$ cat src/hdl/lrc_consts.svh
// Register offsets, field positions, reset values and codes for the linear regulator control
`ifndef LRC_CONSTS_SVH
`define LRC_CONSTS_SVH

// -----------------------------------------------------------------
// Register byte offsets
// -----------------------------------------------------------------
`define LRC_OFS_CTRL      12'h000
`define LRC_OFS_VOLT      12'h004
`define LRC_OFS_STATUS    12'h008

// -----------------------------------------------------------------
// Control register fields
// -----------------------------------------------------------------
`define LRC_CTRL_RUN_ON_BIT     0
`define LRC_CTRL_STBY_ON_BIT    1
`define LRC_CTRL_LIMIT_ON_BIT   2
`define LRC_CTRL_BRINGUP_BIT    3
`define LRC_CTRL_WIDTH          4

// -----------------------------------------------------------------
// Voltage register fields
// -----------------------------------------------------------------
`define LRC_VOLT_RUN_LSB        0
`define LRC_VOLT_STBY_LSB       8
`define LRC_VCODE_W             4

// -----------------------------------------------------------------
// Status register fields
// -----------------------------------------------------------------
`define LRC_ST_ENABLED_BIT      0
`define LRC_ST_SWITCH_BIT       1
`define LRC_ST_PULLDN_BIT       2
`define LRC_ST_LIMIT_BIT        3
`define LRC_ST_BRINGUP_PD_BIT   4
`define LRC_ST_STANDBY_BIT      5
`define LRC_ST_VCODE_LSB        8
`define LRC_ST_MV_LSB           16

// -----------------------------------------------------------------
// Reset values
// -----------------------------------------------------------------
`define LRC_CTRL_RESET          4'h0
`define LRC_VCODE_RESET         4'h0

`endif

$ cat src/hdl/lrc_pkg.sv
// Types shared by the linear regulator control design
package lrc_pkg;

   // Operating mode of the output stage
   typedef enum logic [1:0]
   {
      LRC_OUT_OFF,
      LRC_OUT_REGULATE,
      LRC_OUT_SWITCH
   } lrc_out_mode_e;

   typedef logic [3:0]  lrc_vcode_t;
   typedef logic [15:0] lrc_mv_t;

endpackage

$ cat src/hdl/lrc_volt_table.sv
// Voltage code to output millivolt lookup
`timescale 1ns/1ps

module lrc_volt_table
(
   // Code in
   input  wire lrc_pkg::lrc_vcode_t code_in,
   // Target voltage out
   output lrc_pkg::lrc_mv_t         mv_out
);

   // -----------------------------------------------------------------
   // Set point table, monotonic but not evenly spaced
   // -----------------------------------------------------------------
   always_comb
   begin
      case (code_in)
         4'h0:    mv_out = 16'h05DC; // 1.5 V
         4'h1:    mv_out = 16'h0640; // 1.6 V
         4'h2:    mv_out = 16'h0708; // 1.8 V
         4'h3:    mv_out = 16'h073A; // 1.85 V
         4'h4:    mv_out = 16'h0866; // 2.15 V
         4'h5:    mv_out = 16'h09C4; // 2.5 V
         4'h6:    mv_out = 16'h0AF0; // 2.8 V
         4'h7:    mv_out = 16'h0BB8; // 3.0 V
         4'h8:    mv_out = 16'h0C1C; // 3.1 V
         4'h9:    mv_out = 16'h0C4E; // 3.15 V
         4'hA:    mv_out = 16'h0C80; // 3.2 V
         4'hB:    mv_out = 16'h0CE4; // 3.3 V
         4'hC:    mv_out = 16'h0D16; // 3.35 V
         4'hD:    mv_out = 16'h0FA0; // 4.0 V
         4'hE:    mv_out = 16'h1324; // 4.9 V
         default: mv_out = 16'h1388; // 5.0 V
      endcase
   end

endmodule

$ cat src/hdl/lrc_top.sv
// Linear regulator control: APB registers, mode selection and output stage control
//
// The address map and the APB register port were chosen for this implementation.
`timescale 1ns/1ps
`include "lrc_consts.svh"

module lrc_top
(
   // Clock and reset
   input  wire logic        clk_sys_in,
   input  wire logic        nrst_in,
   // APB slave
   input  wire logic        psel_in,
   input  wire logic        penable_in,
   input  wire logic        pwrite_in,
   input  wire logic [11:0] paddr_in,
   input  wire logic [31:0] pwdata_in,
   input  wire logic [3:0]  pstrb_in,
   output logic      [31:0] prdata_out,
   output logic             pready_out,
   output logic             pslverr_out,
   // System state and fused settings (pins from the power-state logic)
   input  wire logic        standby_mode_in,
   input  wire logic        quiet_powered_off_state_in,
   input  wire logic        power_up_load_in,
   input  wire logic        in_power_up_seq_in,
   input  wire logic        fused_switch_mode_sel_in,
   input  wire logic [3:0]  fused_voltage_default_in,
   // Output stage controls
   output logic             linear_reg_enable_out,
   output logic             regulate_on_out,
   output logic             switch_on_out,
   output logic             pull_down_on_out,
   output logic             switch_limit_active_out,
   output logic             bringup_pull_down_out,
   output lrc_pkg::lrc_vcode_t voltage_code_out,
   output lrc_pkg::lrc_mv_t    target_mv_out
);

   // -----------------------------------------------------------------
   // Input synchronisers for the system-state pins
   // -----------------------------------------------------------------
   localparam int SYNC_W = 9;

   logic [SYNC_W-1:0] sync1_reg;
   logic [SYNC_W-1:0] sync2_reg;
   logic              standby_s;
   logic              qpo_s;
   logic              pu_load_s;
   logic              in_seq_s;
   logic              fused_ls_s;
   logic [3:0]        fused_v_s;

   // Two stages each; only the second stage feeds logic
   always_ff @(posedge clk_sys_in or negedge nrst_in)
   begin
      if (!nrst_in)
      begin
         sync1_reg <= '0;
         sync2_reg <= '0;
      end
      else
      begin
         sync1_reg <= {fused_voltage_default_in, fused_switch_mode_sel_in, in_power_up_seq_in,
                       power_up_load_in, quiet_powered_off_state_in, standby_mode_in};
         sync2_reg <= sync1_reg;
      end
   end

   assign standby_s  = sync2_reg[0];
   assign qpo_s      = sync2_reg[1];
   assign pu_load_s  = sync2_reg[2];
   assign in_seq_s   = sync2_reg[3];
   assign fused_ls_s = sync2_reg[4];
   assign fused_v_s  = sync2_reg[8:5];

   // Rising edge of the power-up load strobe, so a long strobe loads once
   logic pu_load_d_reg;
   logic pu_load_pulse;

   always_ff @(posedge clk_sys_in or negedge nrst_in)
   begin
      if (!nrst_in)
         pu_load_d_reg <= 1'b0;
      else
         pu_load_d_reg <= pu_load_s;
   end

   assign pu_load_pulse = pu_load_s & ~pu_load_d_reg;

   // -----------------------------------------------------------------
   // APB access decode
   // -----------------------------------------------------------------
   logic apb_wr;
   logic apb_rd;
   logic hit_ctrl;
   logic hit_volt;
   logic hit_status;

   assign apb_wr     = psel_in & penable_in & pwrite_in;
   assign apb_rd     = psel_in & penable_in & ~pwrite_in;

   // Address decode as an if chain
   always_comb
   begin
      hit_ctrl   = 1'b0;
      hit_volt   = 1'b0;
      hit_status = 1'b0;
      if (paddr_in == `LRC_OFS_CTRL)
         hit_ctrl = 1'b1;
      else if (paddr_in == `LRC_OFS_VOLT)
         hit_volt = 1'b1;
      else if (paddr_in == `LRC_OFS_STATUS)
         hit_status = 1'b1;
   end

   // -----------------------------------------------------------------
   // Control register: enables, switch current limit, bring-up mode
   // -----------------------------------------------------------------
   logic [`LRC_CTRL_WIDTH-1:0] ctrl_reg;

   // Power-up load wins over a software write in the same cycle
   always_ff @(posedge clk_sys_in or negedge nrst_in)
   begin
      if (!nrst_in)
         ctrl_reg <= `LRC_CTRL_RESET;
      else if (pu_load_pulse)
      begin
         ctrl_reg[`LRC_CTRL_RUN_ON_BIT]  <= in_seq_s;
         ctrl_reg[`LRC_CTRL_STBY_ON_BIT] <= in_seq_s;
      end
      else if (apb_wr && hit_ctrl && pstrb_in[0])
         ctrl_reg <= pwdata_in[`LRC_CTRL_WIDTH-1:0];
   end

   // -----------------------------------------------------------------
   // Voltage register: run and standby codes
   // -----------------------------------------------------------------
   lrc_pkg::lrc_vcode_t run_voltage_code_reg;
   lrc_pkg::lrc_vcode_t standby_voltage_code_reg;

   // Byte lanes let software change one code without touching the other
   always_ff @(posedge clk_sys_in or negedge nrst_in)
   begin
      if (!nrst_in)
      begin
         run_voltage_code_reg     <= `LRC_VCODE_RESET;
         standby_voltage_code_reg <= `LRC_VCODE_RESET;
      end
      else if (pu_load_pulse)
      begin
         run_voltage_code_reg     <= fused_v_s;
         standby_voltage_code_reg <= fused_v_s;
      end
      else if (apb_wr && hit_volt)
      begin
         if (pstrb_in[0])
            run_voltage_code_reg <= pwdata_in[`LRC_VOLT_RUN_LSB +: `LRC_VCODE_W];
         if (pstrb_in[1])
            standby_voltage_code_reg <= pwdata_in[`LRC_VOLT_STBY_LSB +: `LRC_VCODE_W];
      end
   end

   // -----------------------------------------------------------------
   // Mode selection and output stage decision
   // -----------------------------------------------------------------
   logic                  active_on;
   lrc_pkg::lrc_vcode_t   active_code;
   lrc_pkg::lrc_out_mode_e out_mode;
   lrc_pkg::lrc_mv_t      table_mv;

   // Follows the synchronised mode pin each cycle, so a mode change swaps both
   assign active_on   = standby_s ? ctrl_reg[`LRC_CTRL_STBY_ON_BIT]
                                  : ctrl_reg[`LRC_CTRL_RUN_ON_BIT];
   assign active_code = standby_s ? standby_voltage_code_reg
                                  : run_voltage_code_reg;

   // Off wins over the fused mode bit
   always_comb
   begin
      if (!active_on)
         out_mode = lrc_pkg::LRC_OUT_OFF;
      else if (fused_ls_s)
         out_mode = lrc_pkg::LRC_OUT_SWITCH;
      else
         out_mode = lrc_pkg::LRC_OUT_REGULATE;
   end

   lrc_volt_table u_volt_table
   (
      .code_in (active_code),
      .mv_out  (table_mv)
   );

   // -----------------------------------------------------------------
   // Registered output stage controls
   // -----------------------------------------------------------------
   always_ff @(posedge clk_sys_in or negedge nrst_in)
   begin
      if (!nrst_in)
      begin
         linear_reg_enable_out   <= 1'b0;
         regulate_on_out         <= 1'b0;
         switch_on_out           <= 1'b0;
         pull_down_on_out        <= 1'b1;
         switch_limit_active_out <= 1'b0;
         bringup_pull_down_out   <= 1'b0;
         voltage_code_out        <= `LRC_VCODE_RESET;
         target_mv_out           <= '0;
      end
      else
      begin
         linear_reg_enable_out   <= (out_mode != lrc_pkg::LRC_OUT_OFF);
         regulate_on_out         <= (out_mode == lrc_pkg::LRC_OUT_REGULATE);
         switch_on_out           <= (out_mode == lrc_pkg::LRC_OUT_SWITCH);
         pull_down_on_out        <= (out_mode == lrc_pkg::LRC_OUT_OFF);
         switch_limit_active_out <= (out_mode == lrc_pkg::LRC_OUT_SWITCH)
                                    & ctrl_reg[`LRC_CTRL_LIMIT_ON_BIT];
         bringup_pull_down_out   <= ctrl_reg[`LRC_CTRL_BRINGUP_BIT] & qpo_s;
         voltage_code_out        <= active_code;
         target_mv_out           <= table_mv;
      end
   end

   // -----------------------------------------------------------------
   // APB read data and answer, zero wait states
   // -----------------------------------------------------------------
   logic [31:0] rd_word;

   // Status shows the live output stage state; unmapped reads give zero
   always_comb
   begin
      rd_word = 32'h0000_0000;
      if (hit_ctrl)
         rd_word[`LRC_CTRL_WIDTH-1:0] = ctrl_reg;
      else if (hit_volt)
      begin
         rd_word[`LRC_VOLT_RUN_LSB +: `LRC_VCODE_W]  = run_voltage_code_reg;
         rd_word[`LRC_VOLT_STBY_LSB +: `LRC_VCODE_W] = standby_voltage_code_reg;
      end
      else if (hit_status)
      begin
         rd_word[`LRC_ST_ENABLED_BIT]    = linear_reg_enable_out;
         rd_word[`LRC_ST_SWITCH_BIT]     = switch_on_out;
         rd_word[`LRC_ST_PULLDN_BIT]     = pull_down_on_out;
         rd_word[`LRC_ST_LIMIT_BIT]      = switch_limit_active_out;
         rd_word[`LRC_ST_BRINGUP_PD_BIT] = bringup_pull_down_out;
         rd_word[`LRC_ST_STANDBY_BIT]    = standby_s;
         rd_word[`LRC_ST_VCODE_LSB +: `LRC_VCODE_W] = voltage_code_out;
         rd_word[`LRC_ST_MV_LSB +: 16]   = target_mv_out;
      end
   end

   // Answer in the first access cycle; pready is registered so it is
   // high in the cycle after setup, which is the access phase
   always_ff @(posedge clk_sys_in or negedge nrst_in)
   begin
      if (!nrst_in)
      begin
         pready_out  <= 1'b0;
         pslverr_out <= 1'b0;
         prdata_out  <= 32'h0000_0000;
      end
      else
      begin
         pready_out  <= psel_in & ~penable_in;
         pslverr_out <= psel_in & ~penable_in & ~(hit_ctrl | hit_volt | hit_status);
         prdata_out  <= (psel_in & ~penable_in & ~pwrite_in) ? rd_word : 32'h0000_0000;
      end
   end
endmodule

$ cat config.mk
export PLATFORM = sky130hd
export DESIGN_NAME = lrc_top
export DESIGN_NICKNAME = d
export VERILOG_FILES = /design/src/hdl/lrc_pkg.sv /design/src/hdl/lrc_volt_table.sv /design/src/hdl/lrc_top.sv
export VERILOG_INCLUDE_DIRS = /design/src /design/src/hdl
export SDC_FILE = /design/constraint.sdc
export NUM_CORES = 1
export LEC_CHECK = 0
export BUFFER_PORTS_ARGS = -buffer_cell sky130_fd_sc_hd__buf_2
export CORE_AREA = 2 2 106 108
export DETAILED_ROUTE_END_ITERATION = 10
export DIE_AREA = 0 0 108 110
export GPL_TIMING_DRIVEN = 1
export PLACE_DENSITY = 0.64
export SYNTH_ARGS = -nofsm -noshare
export SYNTH_HDL_FRONTEND = slang
export SYNTH_SLANG_ARGS = --single-unit
$ cat constraint.sdc
create_clock -name clk_sys_in -period 2.3 [get_ports clk_sys_in]
set_input_delay 0.115 -clock clk_sys_in [delete_from_list [all_inputs] [get_ports clk_sys_in]]
set_output_delay 0.115 -clock clk_sys_in [all_outputs]
set_load 0.02 [all_outputs]
# Yosys cells after proc, flatten, opt, wreduce, memory -nomap -nowiden
# Memory sizes are Yosys's and may differ from the RTL's. A register that Yosys moved wholly into a read port is not among the register bits.
# Index checks and enable logic that the tools add are counted.
op_classes:
  n_addsub: 0
  mul: 0
  n_div: 0
  magnitude_cmp: 0
  eq_ne: 4
  n_shift: 0
  mux: 30
  bitwise_logic: 15
  reduce_logical: 14
op_table:
  columns: ["cell", "count"]
  rows:
  - ["$mux W16", 3]
  - ["$mux W4", 12]
  - ["$mux W32", 1]
  - ["$eq A12 B3 Y1 const B", 1]
  - ["$eq A12 B4 Y1 const B", 1]
  - ["$logic_not A12 Y1", 1]
  - ["$mux W2", 6]
  - ["$reduce_bool A2 Y1", 5]
  - ["$and A1 B1 Y1", 8]
  - ["$mux W1", 7]
  - ["$mux W6", 1]
  - ["$reduce_and A2 Y1", 3]
  - ["$not A1 Y1", 5]
  - ["$logic_and A1 B1 Y1", 3]
  - ["$eq A2 B1 Y1 const B", 1]
  - ["$eq A2 B2 Y1 const B", 1]
  - ["$logic_not A2 Y1", 1]
  - ["$or A1 B1 Y1", 2]
  - ["$logic_not A1 Y1", 1]
word_totals:
  ff_bits: 91
  latchBits: 0
  ramBits: 0
  romBits: 192
  input_bits: 62
  out_inout_bits: 60
  elab_cells: 82
  n_memories: 1
memory_table:
  columns: ["name", "depth", "width", "read_ports", "rd_clocked_by_memory_dff", "write_ports", "line", "source"]
  rows:
  - ["(name not given)", 16, 12, 1, 1, 0, "lrc_volt_table.sv:17", "case (code_in)"]

# Depth between registers and ports, before layout
# Gate-level depths: netlist (run 1).
logic_depth:
  depth_word: 8
  mapped_depth: 7

# Cells and area by module
# Synthesis (run 1) repeated with hierarchy kept, for this count alone.
unflattened:
  hier_cells: 251
  area_unflattened_um2: 3335.7
modules_own_cells:
  columns: ["module", "n_inst", "cells_per_inst", "area_per_inst_um2", "seq_area_each_um2"]
  rows:
  - ["lrc_top", 1, 201, 2947.8, 2128.3]
  - ["lrc_volt_table", 1, 50, 387.9, 0.0]

# Worst setup path before layout (run 1)
# Ideal clock, no wire load.
synth_timing:
  path_type: "register to register"
  start: "register sync2_reg[0]"
  end: "register target_mv_out[2]"
  setup_time_ps: 137
  t_arrival_ps: 1476
  t_required_ps: 2163
  path_slack_ps: 688
  path_stages_with_launch: 8
  path_buffers: 1
  period_less_slack_ps: 1612
  cell_sequence: "dfrtp_1 > buf_2 > mux2_2 > inv_1 > ha_1 > nor2_1 > a211oi_1 > a21oi_1"
synth_between:
  elab_chain_cells: 1
synth_rtl:
  columns: ["item", "line", "source"]
  rows:
  - ["start, declared", "lrc_top.sv:46", "logic [SYNC_W-1:0] sync2_reg;"]
  - ["start signal, assigned", "lrc_top.sv:66", "sync2_reg <= sync1_reg;"]
  - ["$mux W4", "lrc_top.sv:175", "assign active_code = standby_s ? standby_voltage_code_reg"]
  - ["via active_code[0]", "lrc_top.sv:168", "lrc_pkg::lrc_vcode_t active_code;"]
  - ["end, declared", "lrc_top.sv:37", "output lrc_pkg::lrc_mv_t target_mv_out"]
# The timed path passes the listed nets, and every way through them passes these cells.
# A chain may end at the register's enable or synchronous reset.

# Final worst setup path (run 1)
# Ends and elaborated chain as after synthesis.

==> results of run 1 <==
power by group:
| group | switching [mW] | leakage [nW] | internal (mW) |
|---|---|---|---|
| registers | 0.0631 | 0.952 | 1.47 |
| clock network | 0.490 | 0.0943 | 0.526 |
| logic | 0.347 | 0.882 | 0.185 |
| total | 0.900 | 1.93 | 2.18 |
worst max-delay path: cells and delay by family (launching register included):
| family | cells | cell delay [ns] |
|---|---|---|
| adder cells (fa/ha/maj) | 1 | 0.19 |
| multiplexers | 1 | 0.46 |
| buffers and inverters | 1 | 0.22 |
| AO/OA/AOI/OAI | 2 | 0.27 |
| flip-flops | 1 | 0.50 |
| AND/OR/NAND/NOR | 1 | 0.04 |
per-stage QoR:
step           cell area (um2)  power (mW)  cells  hold WS [ns]
2_1_floorplan             3170        1.89    274        -0.181
3_3_place_gp              3610        2.06    471         0.224
3_5_place_dp              3610        2.07    471         0.226
4_1_cts                   3920        3.12    498        0.0158
5_1_grt                   3920        3.26    498        0.0150
6_report                  3920        3.08    498        0.0279
layer usage:
layer,vias to the layer above,share of wire,GRT usage
met2,73,0.47,0.192
met1,1074,0.45,0.146
li1,1054,-,-
met5,-,0,0
met3,11,0.062,0.0429
met4,0,0.016,0.0504
cell families (layout without fill, tap and decap cells):
| group | count (synthesis) | in the layout | synth area share |
|---|---|---|---|
| AND/OR/NAND/NOR | 83 | 83 | 0.160 |
| flip-flops | 77 | 77 | 0.617 |
| AO/OA/AOI/OAI | 49 | 49 | 0.0933 |
| buffers and inverters | 32 | 116 | 0.0608 |
| multiplexers | 11 | 11 | 0.0372 |
| adder cells (fa/ha/maj) | 7 | 7 | 0.0280 |
| other | 1 | 14 | 0.00120 |
| XOR/XNOR | 1 | 1 | 0.00280 |
cell usage in the layout, fill, tap and decap left out, types with 2 or more instances in the layout:
| master | instances |
|---|---|
| nor2_1 | 26 |
| o21ai_0 | 17 |
| mux2i_1 | 6 |
| dfrtp_1 | 76 |
| a31oi_1 | 12 |
| buf_2 | 80 |
| and2_1 | 3 |
| buf_4 | 4 |
| clkinvlp_4 | 3 |
| a211oi_1 | 2 |
| mux2_2 | 5 |
| clkbuf_8 | 10 |
| o31ai_1 | 2 |
| nor2b_1 | 2 |
| a21oi_1 | 8 |
| nand3_1 | 8 |
| nand4_1 | 8 |
| inv_1 | 5 |
| ha_1 | 7 |
| conb_1 | 14 |
| dlygate4sd3_1 | 11 |
| and3_1 | 4 |
| a22oi_1 | 5 |
| nand2_1 | 9 |
| nor4_4 | 2 |
| and2_2 | 14 |
| clkinv_2 | 2 |
path summary, 6_finish.rpt:
check | endpoint | cells after the start
setup / recovery | target_mv_out[2] | 6
hold / removal | ctrl_reg[2] | 2
setup reg to reg | target_mv_out[2] | 6
hold reg to reg | sync2_reg[4] | 0
max in group asynchronous | target_mv_out[11] | 2
min in group asynchronous | ctrl_reg[3] | 2
Yosys cell counts, drive strengths merged, types with 5 or more instances:
library cell / n
a21oi: 8
a22oi: 5
a31oi: 12
and2: 17
and3: 5
buf: 21
clkbuf: 6
dfrtp: 76
ha: 7
inv: 5
mux2: 5
mux2i: 6
nand2: 9
nand3: 8
nand4: 9
nor2: 26
o21ai: 17
area by class of cell:
type                       count  share of cell area
sequential                    77               0.492
clock inverter                 6              0.0160
timing repair buffer          95               0.138
tap                          140              0.0447
clock buffer                  10              0.0351
inverter                       5             0.00479
multi-input combinational    165               0.269
timing repair:
| item | in CTS | in global routing |
|---|---|---|
| hold buffers | 11 | 0 |
| hold endpoints to repair | 86 | 0 |
| setup endpoints to repair | 0 | 0 |
==> metrics, run 1 <==
ys async rst share=1.00; area fraction of the dominant cell type after synthesis=0.608; Crit Path Category=reg -> reg; slowest cell on the critical path=dfrtp_1; crit path launch=sync2_reg[0]; H-tree levels=3; Sink Count=just under 80; share of layout cells above drive strength 1=0.349; Clk Tree Root Cell=clkbuf_8; Worst Hold Class=in -> reg; CTS max path bufs=2; first-pass GRT wire length=10800 um; Via density=4.44; largest net degree at the start of global routing=78; post-cts sizing count=0; PwrDens=786 nW/um2; worst path cell trace=mux2_2, inv_1, ha_1, nor2_1, a211oi_1, a21oi_1; max-cap violation count=0; fmax=around 550 MHz; Post-synth top flop=dfrtp_1; Biggest register=prdata_out; Clock Skew=0.00747 ns; Period Utilization, post-route=0.784; Slew Limit Fails=0; biggest regs=prdata_out (22), target_mv_out (12); sequential area share after synthesis=0.617; CP max FO=9; CP Data Required Time=2.53 ns; result of the run=finished clean; synthesized area per cell=12.0 um2; io pins=122; clk slew on worst S/H paths=about 0.08 ns; Gate Count Post-Synth=roughly 260; clock latency on the worst-skew pair=0.34 ns; port bufs=81; Setup WS pre-CTS=0.489 ns; cell taking the most area after synthesis=dfrtp_1; Remaining DRCs=0; Finished Core Util=0.366; worst setup margin=0.498 ns; Starting Density=0.292; vias in the first global route=about 2200; Largest register FFs=22; Synth warnings=0; die width=approximately 110 um; Core Area=between 10000 and 15000 um2; peak supply drop=0.303 mV; CP arrival=between 2 and 2.5 ns; Die H=110 um; Placement Rows=38; RSZ-0062 raised after global routing=false; average wire per standard cell=13.2 um; Final nets=between 400 and 500; area of the multi-input gates=1060 um2; area growth from synthesis to layout=25.4%; die area=11900 um2; Leakage=around 1.9 nW; Num CTS Buffers=9; Layout fillers=approximately 1100; initial drt markers=84; ant diodes=0; Initial DRT Pass Iterations=4; grt total ovfl=0; Worst R2R Start=sync2_reg[0]; Post-DP HPWL=4770 um; Cell Area, Synth=3130 um2; Final Setup Violations=0; Post-CTS Setup Bufs=0; post-route antenna net violation count=0; Worst R2R Setup Slack=0.50 ns; setup TNS=0 ns; synthesis-stage register bit count=77; Final Hold Fails=0; Post-synth EDFFs=0; Crit. End Element=register; Tmin final=roughly 1.8 ns; Synth cell types=37; Least-Margin Pin Slew=0.928 ns; Max stage delay on crit path=approximately 0.50 ns; Detailed Route WL=6560 um; vias post-DR=between 2000 and 2500; initial antenna violation count=0; Final GP Congestion=0.852; startpoint types=register; top post-synthesis cells by area=dfrtp_1 (61%), buf_4 (3.6%), and2_2 (3.4%); relative slew slack=0.382; gr usage total=0.120; Seq. cell area=1930 um2; hold path startpoint=pwdata_in[2]; CTS tree=built
(Power assumes the default switching activity.)
==> inputs of run 2 (changes only) <==
clock period = 1.74 ns   (was 2.3 ns; I/O delays follow)
==> metrics, run 2 (synthesis results as in run 1) <==
result of the run=finished clean; Cell Area, Placed=about 3700 um2; io pins=122; slowest cell on the critical path=dfrtp_2; Layout fillers=between 1000 and 1500; clock latency on the worst-skew pair=0.34 ns; Inst Count DP=479; initial drt markers=104; Cell Count, Final, Fillers Out=509; gr usage total=0.118; Crit. End Element=register; Crit Path Category=reg -> reg; post-route antenna net violation count=0; Worst R2R Start=sync2_reg[0]; grt total ovfl=0; Core Area=10700 um2; Final nets=~430; Least-Margin Pin Slew=0.550 ns; setup TNS=0 ns; startpoint types=register; area growth from synthesis to layout=31.0%; fmax=621 MHz; Clock Skew=0.00777 ns; worst path cell trace=mux2_2, inv_2, ha_1, o21ai_0, o21ai_0; worst setup margin=roughly 0.13 ns; critical path's most frequent cell=o21ai_0; peak supply drop=around 0.53 mV; Final Power=4.49 mW; Initial DRT Pass Iterations=4; Clk Tree Root Cell=clkbuf_8; CP Data Required Time=1.94 ns; RSZ-0062 raised after global routing=false; most frequent cells in the layout=buf_2 (80), dfrtp_1 (75), nor2_1 (26); ant diodes=0; CTS max path bufs=2; CP max FO=7; Placement Rows=38; average wire per standard cell=around 13 um; CP arrival=1.81 ns; Setup WS pre-CTS=0.0645 ns; hold path startpoint=pwdata_in[10]; die area=~12000 um2; Biggest register=prdata_out; Sink Count=77; Max stage delay on crit path=0.45 ns; max-cap violation count=0; vias post-DR=around 2300; Detailed Route WL=6550 um; port bufs=just over 80; Final Hold Fails=0; clk slew on worst S/H paths=~0.08 ns; worst path buffer plus inverter count=1; design area=4090 um2; crit path launch=sync2_reg[0]; most common cell after layout, fill and taps aside=buf_2; initial antenna violation count=0; Die H=~110 um; Final Setup Violations=0; H-tree levels=3; relative slew slack=0.632; Via density=4.43; Num CTS Buffers=9; Tmin final=1.61 ns; PwrDens=1100 nW/um2; Starting Density=0.292; Largest register FFs=22; Final GP Congestion=0.876; share of layout cells above drive strength 1=0.369; Leakage=around 2 nW; Worst Hold Class=in -> reg; die width=108 um; largest net degree at the start of global routing=35; biggest regs=prdata_out (22), target_mv_out (12); Remaining DRCs=0; Post-DP HPWL=a little over 5000 um; first-pass GRT wire length=10600 um; CTS tree=built; Period Utilization, post-route=0.925; vias in the first global route=2188; Slew Limit Fails=0; CP top delay family=flip-flops
## run 2: cell types whose count changed in the layout (fill, tap and decap cells not counted), moves of 2 or more
cell           previous run  this run
inv_2                     0         2
bufinv_16                 1         4
buf_4                     4        11
buf_12                    0         2
dlygate4sd3_1            11        13
inv_1                     5         3
clkinvlp_4                3         0
## run 2: layer usage
metal / up-vias / GRT usage / part of all wire
met3: 4 / 0.0335 / 0.069
met5: - / 0 / 0
met1: 1077 / 0.150 / 0.43
met2: 92 / 0.190 / 0.50
li1: 1084 / - / -
met4: 0 / 0.0540 / 0.0032
## run 2: timing repair
action / 4_1_cts / 5_1_grt
hold buffers: 13 / 0
buffers inserted: 0 / 1
hold endpoints to repair: 89 / 0
endpoints found under the setup margin: 0 / 17
gates resized for setup: 0 / 3
## run 2: worst register-to-register path, stage by stage, from the launching register on
cell     delay (ns)
dfrtp_2        0.45
mux2_2         0.34
inv_2          0.09
ha_1           0.25
o21ai_0        0.23
o21ai_0        0.11
## run 2: cell type report
cell class	count	area, um2	area share
clock buffers	10	128	0.0312
clock inverters	6	134	0.0327
inverters	5	18.8	0.00458
multi-input cells	165	1060	0.258
flip-flops and latches	77	1930	0.471
well taps	140	175	0.0428
repair buffers	106	653	0.160
## run 2: where the power goes
group	internal [mW]	total (mW)	switching, mW
registers	1.94	2.02	0.0811
clock network	1.10	1.73	0.628
logic	0.268	0.737	0.469
## run 2: final timing paths
path                                                    end  slack [ns]  depth (start not counted)
worst max-delay path                       target_mv_out[7]        0.13                          5
worst min-delay path            standby_voltage_code_reg[2]        0.02                          3
worst max register to register             target_mv_out[7]        0.13                          5
worst min register to register                 sync2_reg[3]        0.35                          0
max in group asynchronous                    prdata_out[23]        0.97                          3
min in group asynchronous                       pslverr_out        0.15                          2
## run 2: through the flow
stage	util	hold slack, ns
floorplan	-	-0.209
global route	0.383	0.0104
finish	0.383	0.0205
global placement	0.344	-0.0390
CTS	0.381	0.00126
detailed placement	0.344	-0.0333
==> inputs of run 3 (changes only) <==
ABC_AREA = 1   (was unset)
CORE_AREA = 2 2 109 111   (was 2 2 106 108)
DIE_AREA = 0 0 111 113   (was 0 0 108 110)
==> metrics, run 3 <==
Tmin final=1.58 ns; synthesized area per cell=9.70 um2; biggest regs=prdata_out (22), target_mv_out (12); PwrDens=between 1000 and 1500 nW/um2; Period Utilization, post-route=0.907; die area=12500 um2; Worst R2R Start=sync2_reg[0]; max-cap violation count=0; largest net degree at the start of global routing=40; Sink Count=77; most frequent cells in the layout=nand2_1 (83), buf_2 (80), dfrtp_1 (76); peak supply drop=0.559 mV; Crit. End Element=register; Clk Tree Root Cell=clkbuf_16; Layout fillers=approximately 1100; largest family of logic cells by synthesized area=simple AND/OR/NAND/NOR gates; Synth warnings=0; Final GP Congestion=0.851; first-pass GRT wire length=11600 um; fmax=634 MHz; Cell Area, Placed=approximately 3900 um2; vias post-DR=roughly 2600; result of the run=finished clean; post-route antenna net violation count=0; synthesis-stage register bit count=between 70 and 80; Largest register FFs=22; Post-synth top flop=dfrtp_1; Leakage=2.26 nW; most common cell after layout, fill and taps aside=nand2_1; Placement Rows=39; die width=~110 um; Inst Count DP=around 570; CP arrival=around 1.8 ns; Detailed Route WL=7190 um; Seq. cell area=1930 um2; Synth cell types=31; area fraction of the dominant cell type after synthesis=0.565; ant diodes=0; CTS max path bufs=2; startpoint types=register; Crit Path Category=reg -> reg; average wire per standard cell=12.1 um; vias in the first global route=2396; Least-Margin Pin Slew=0.512 ns; crit path launch=sync2_reg[0]; share of layout cells above drive strength 1=0.290; CP Data Required Time=1.95 ns; setup TNS=0 ns; Via density=4.35; Initial DRT Pass Iterations=5; relative slew slack=0.659; area of the multi-input gates=roughly 1200 um2; mux contribution to synthesized area=0; Post-synth EDFFs=0; initial drt markers=~170; ys async rst share=1.00; Core Area=11300 um2; Slew Limit Fails=0; Post-CTS Setup Bufs=0; cell taking the most area after synthesis=dfrtp_1; port bufs=81; Starting Density=0.299; grt total ovfl=0; gr usage total=0.119; clock latency on the worst-skew pair=0.34 ns; top post-synthesis cells by count=nand2_1 (83), dfrtp_1 (76), nor2_1 (40); Worst Hold Class=in -> reg; RSZ-0062 raised after global routing=false; Simple-Gate Fraction of Synth Area=0.253; Final Setup Violations=0; Clock Skew=0.0117 ns; Final nets=516; xor/xnor share of the synthesized area=0; Die H=113 um; H-tree levels=3; CTS tree=built; io pins=122; Post-DP HPWL=5300 um; Cell Area, Synth=3370 um2; Biggest register=prdata_out; Post-Synth Adder-Cell Area=0.0260; hold path startpoint=pwdata_in[2]; CP max FO=8; initial antenna violation count=0; Cell Count, Final, Fillers Out=595; Remaining DRCs=0; Num CTS Buffers=9; sequential area share after synthesis=0.573; area growth from synthesis to layout=27.3%; top post-synthesis cells by area=dfrtp_1 (57%), nand2_1 (9.3%), nor2_1 (4.5%); most numerous cell in the Yosys netlist=nand2_1; Final Power=between 4 and 5 mW; Gate Count Post-Synth=approximately 350; area fraction in compound gates after synthesis=0.0569; design area=between 4000 and 5000 um2; Final Hold Fails=0; clk slew on worst S/H paths=0.07 ns
==> run 3: power by group <==
part           switching [mW]  internal, mW  leakage [nW]  total [mW]
sequential             0.0893          1.94         0.977        2.03
clock                   0.720          1.04         0.138        1.76
combinational           0.493         0.241          1.14       0.734
total                    1.30          3.22          2.26        4.53
==> run 3: per-stage QoR <==
step	util	setup WS, ns	hold slack, ns
after floorplan	-	0.193	-0.209
after global placement	0.344	0.220	0.0832
after detailed placement	0.344	0.186	0.0923
after CTS	0.380	0.133	0.0121
after global routing	0.380	0.00541	0.0247
final	0.380	0.162	0.00989
==> run 3: final cells by class <==
type	count	area share
sequential	77	0.450
multi-input combinational	229	0.277
timing repair buffer	100	0.138
clock buffer	11	0.0590
tap	143	0.0418
inverter	30	0.0263
clock inverter	5	0.00789
==> run 3: final timing paths <==
path | end | slack, ns | cells past startpoint
setup / recovery | target_mv_out[5] | 0.16 | 8
min in group asynchronous | prdata_out[20] | 0.26 | 2
setup reg to reg | target_mv_out[5] | 0.16 | 8
hold / removal | ctrl_reg[2] | 0.01 | 3
max in group asynchronous | sync1_reg[7] | 0.89 | 3
hold reg to reg | sync2_reg[6] | 0.35 | 0
==> run 3: worst max-delay path: stages (launching register included) <==
cell and delay [ns]:
dfrtp_1 0.47, nand2_1 0.12, o21ai_2 0.09, buf_4 0.18
ha_1 0.19, inv_1 0.07, nor2_1 0.06, nor3_1 0.20
nor2_1 0.07
==> run 3: repair_timing <==
item / CTS / global route
endpoints found under the hold margin: 47 / 0
endpoints found under the setup margin: 0 / 13
hold buffers: 12 / 0
gates resized for setup: 0 / 1
==> run 3: metal layers <==
metal | track usage | vias to the layer above | part of all wire
met5 | 0 | - | 0
met4 | 0.0550 | 0 | 0.019
met3 | 0.0407 | 11 | 0.083
met2 | 0.181 | 117 | 0.46
met1 | 0.153 | 1191 | 0.43
li1 | - | 1271 | -
==> run 3: cell families after synthesis <==
family	after synthesis
AOI/OAI and AO/OA	32
adders and majority gates	7
buffers and inverters	54
DFF	77
other	1
and+or+nand+nor	176
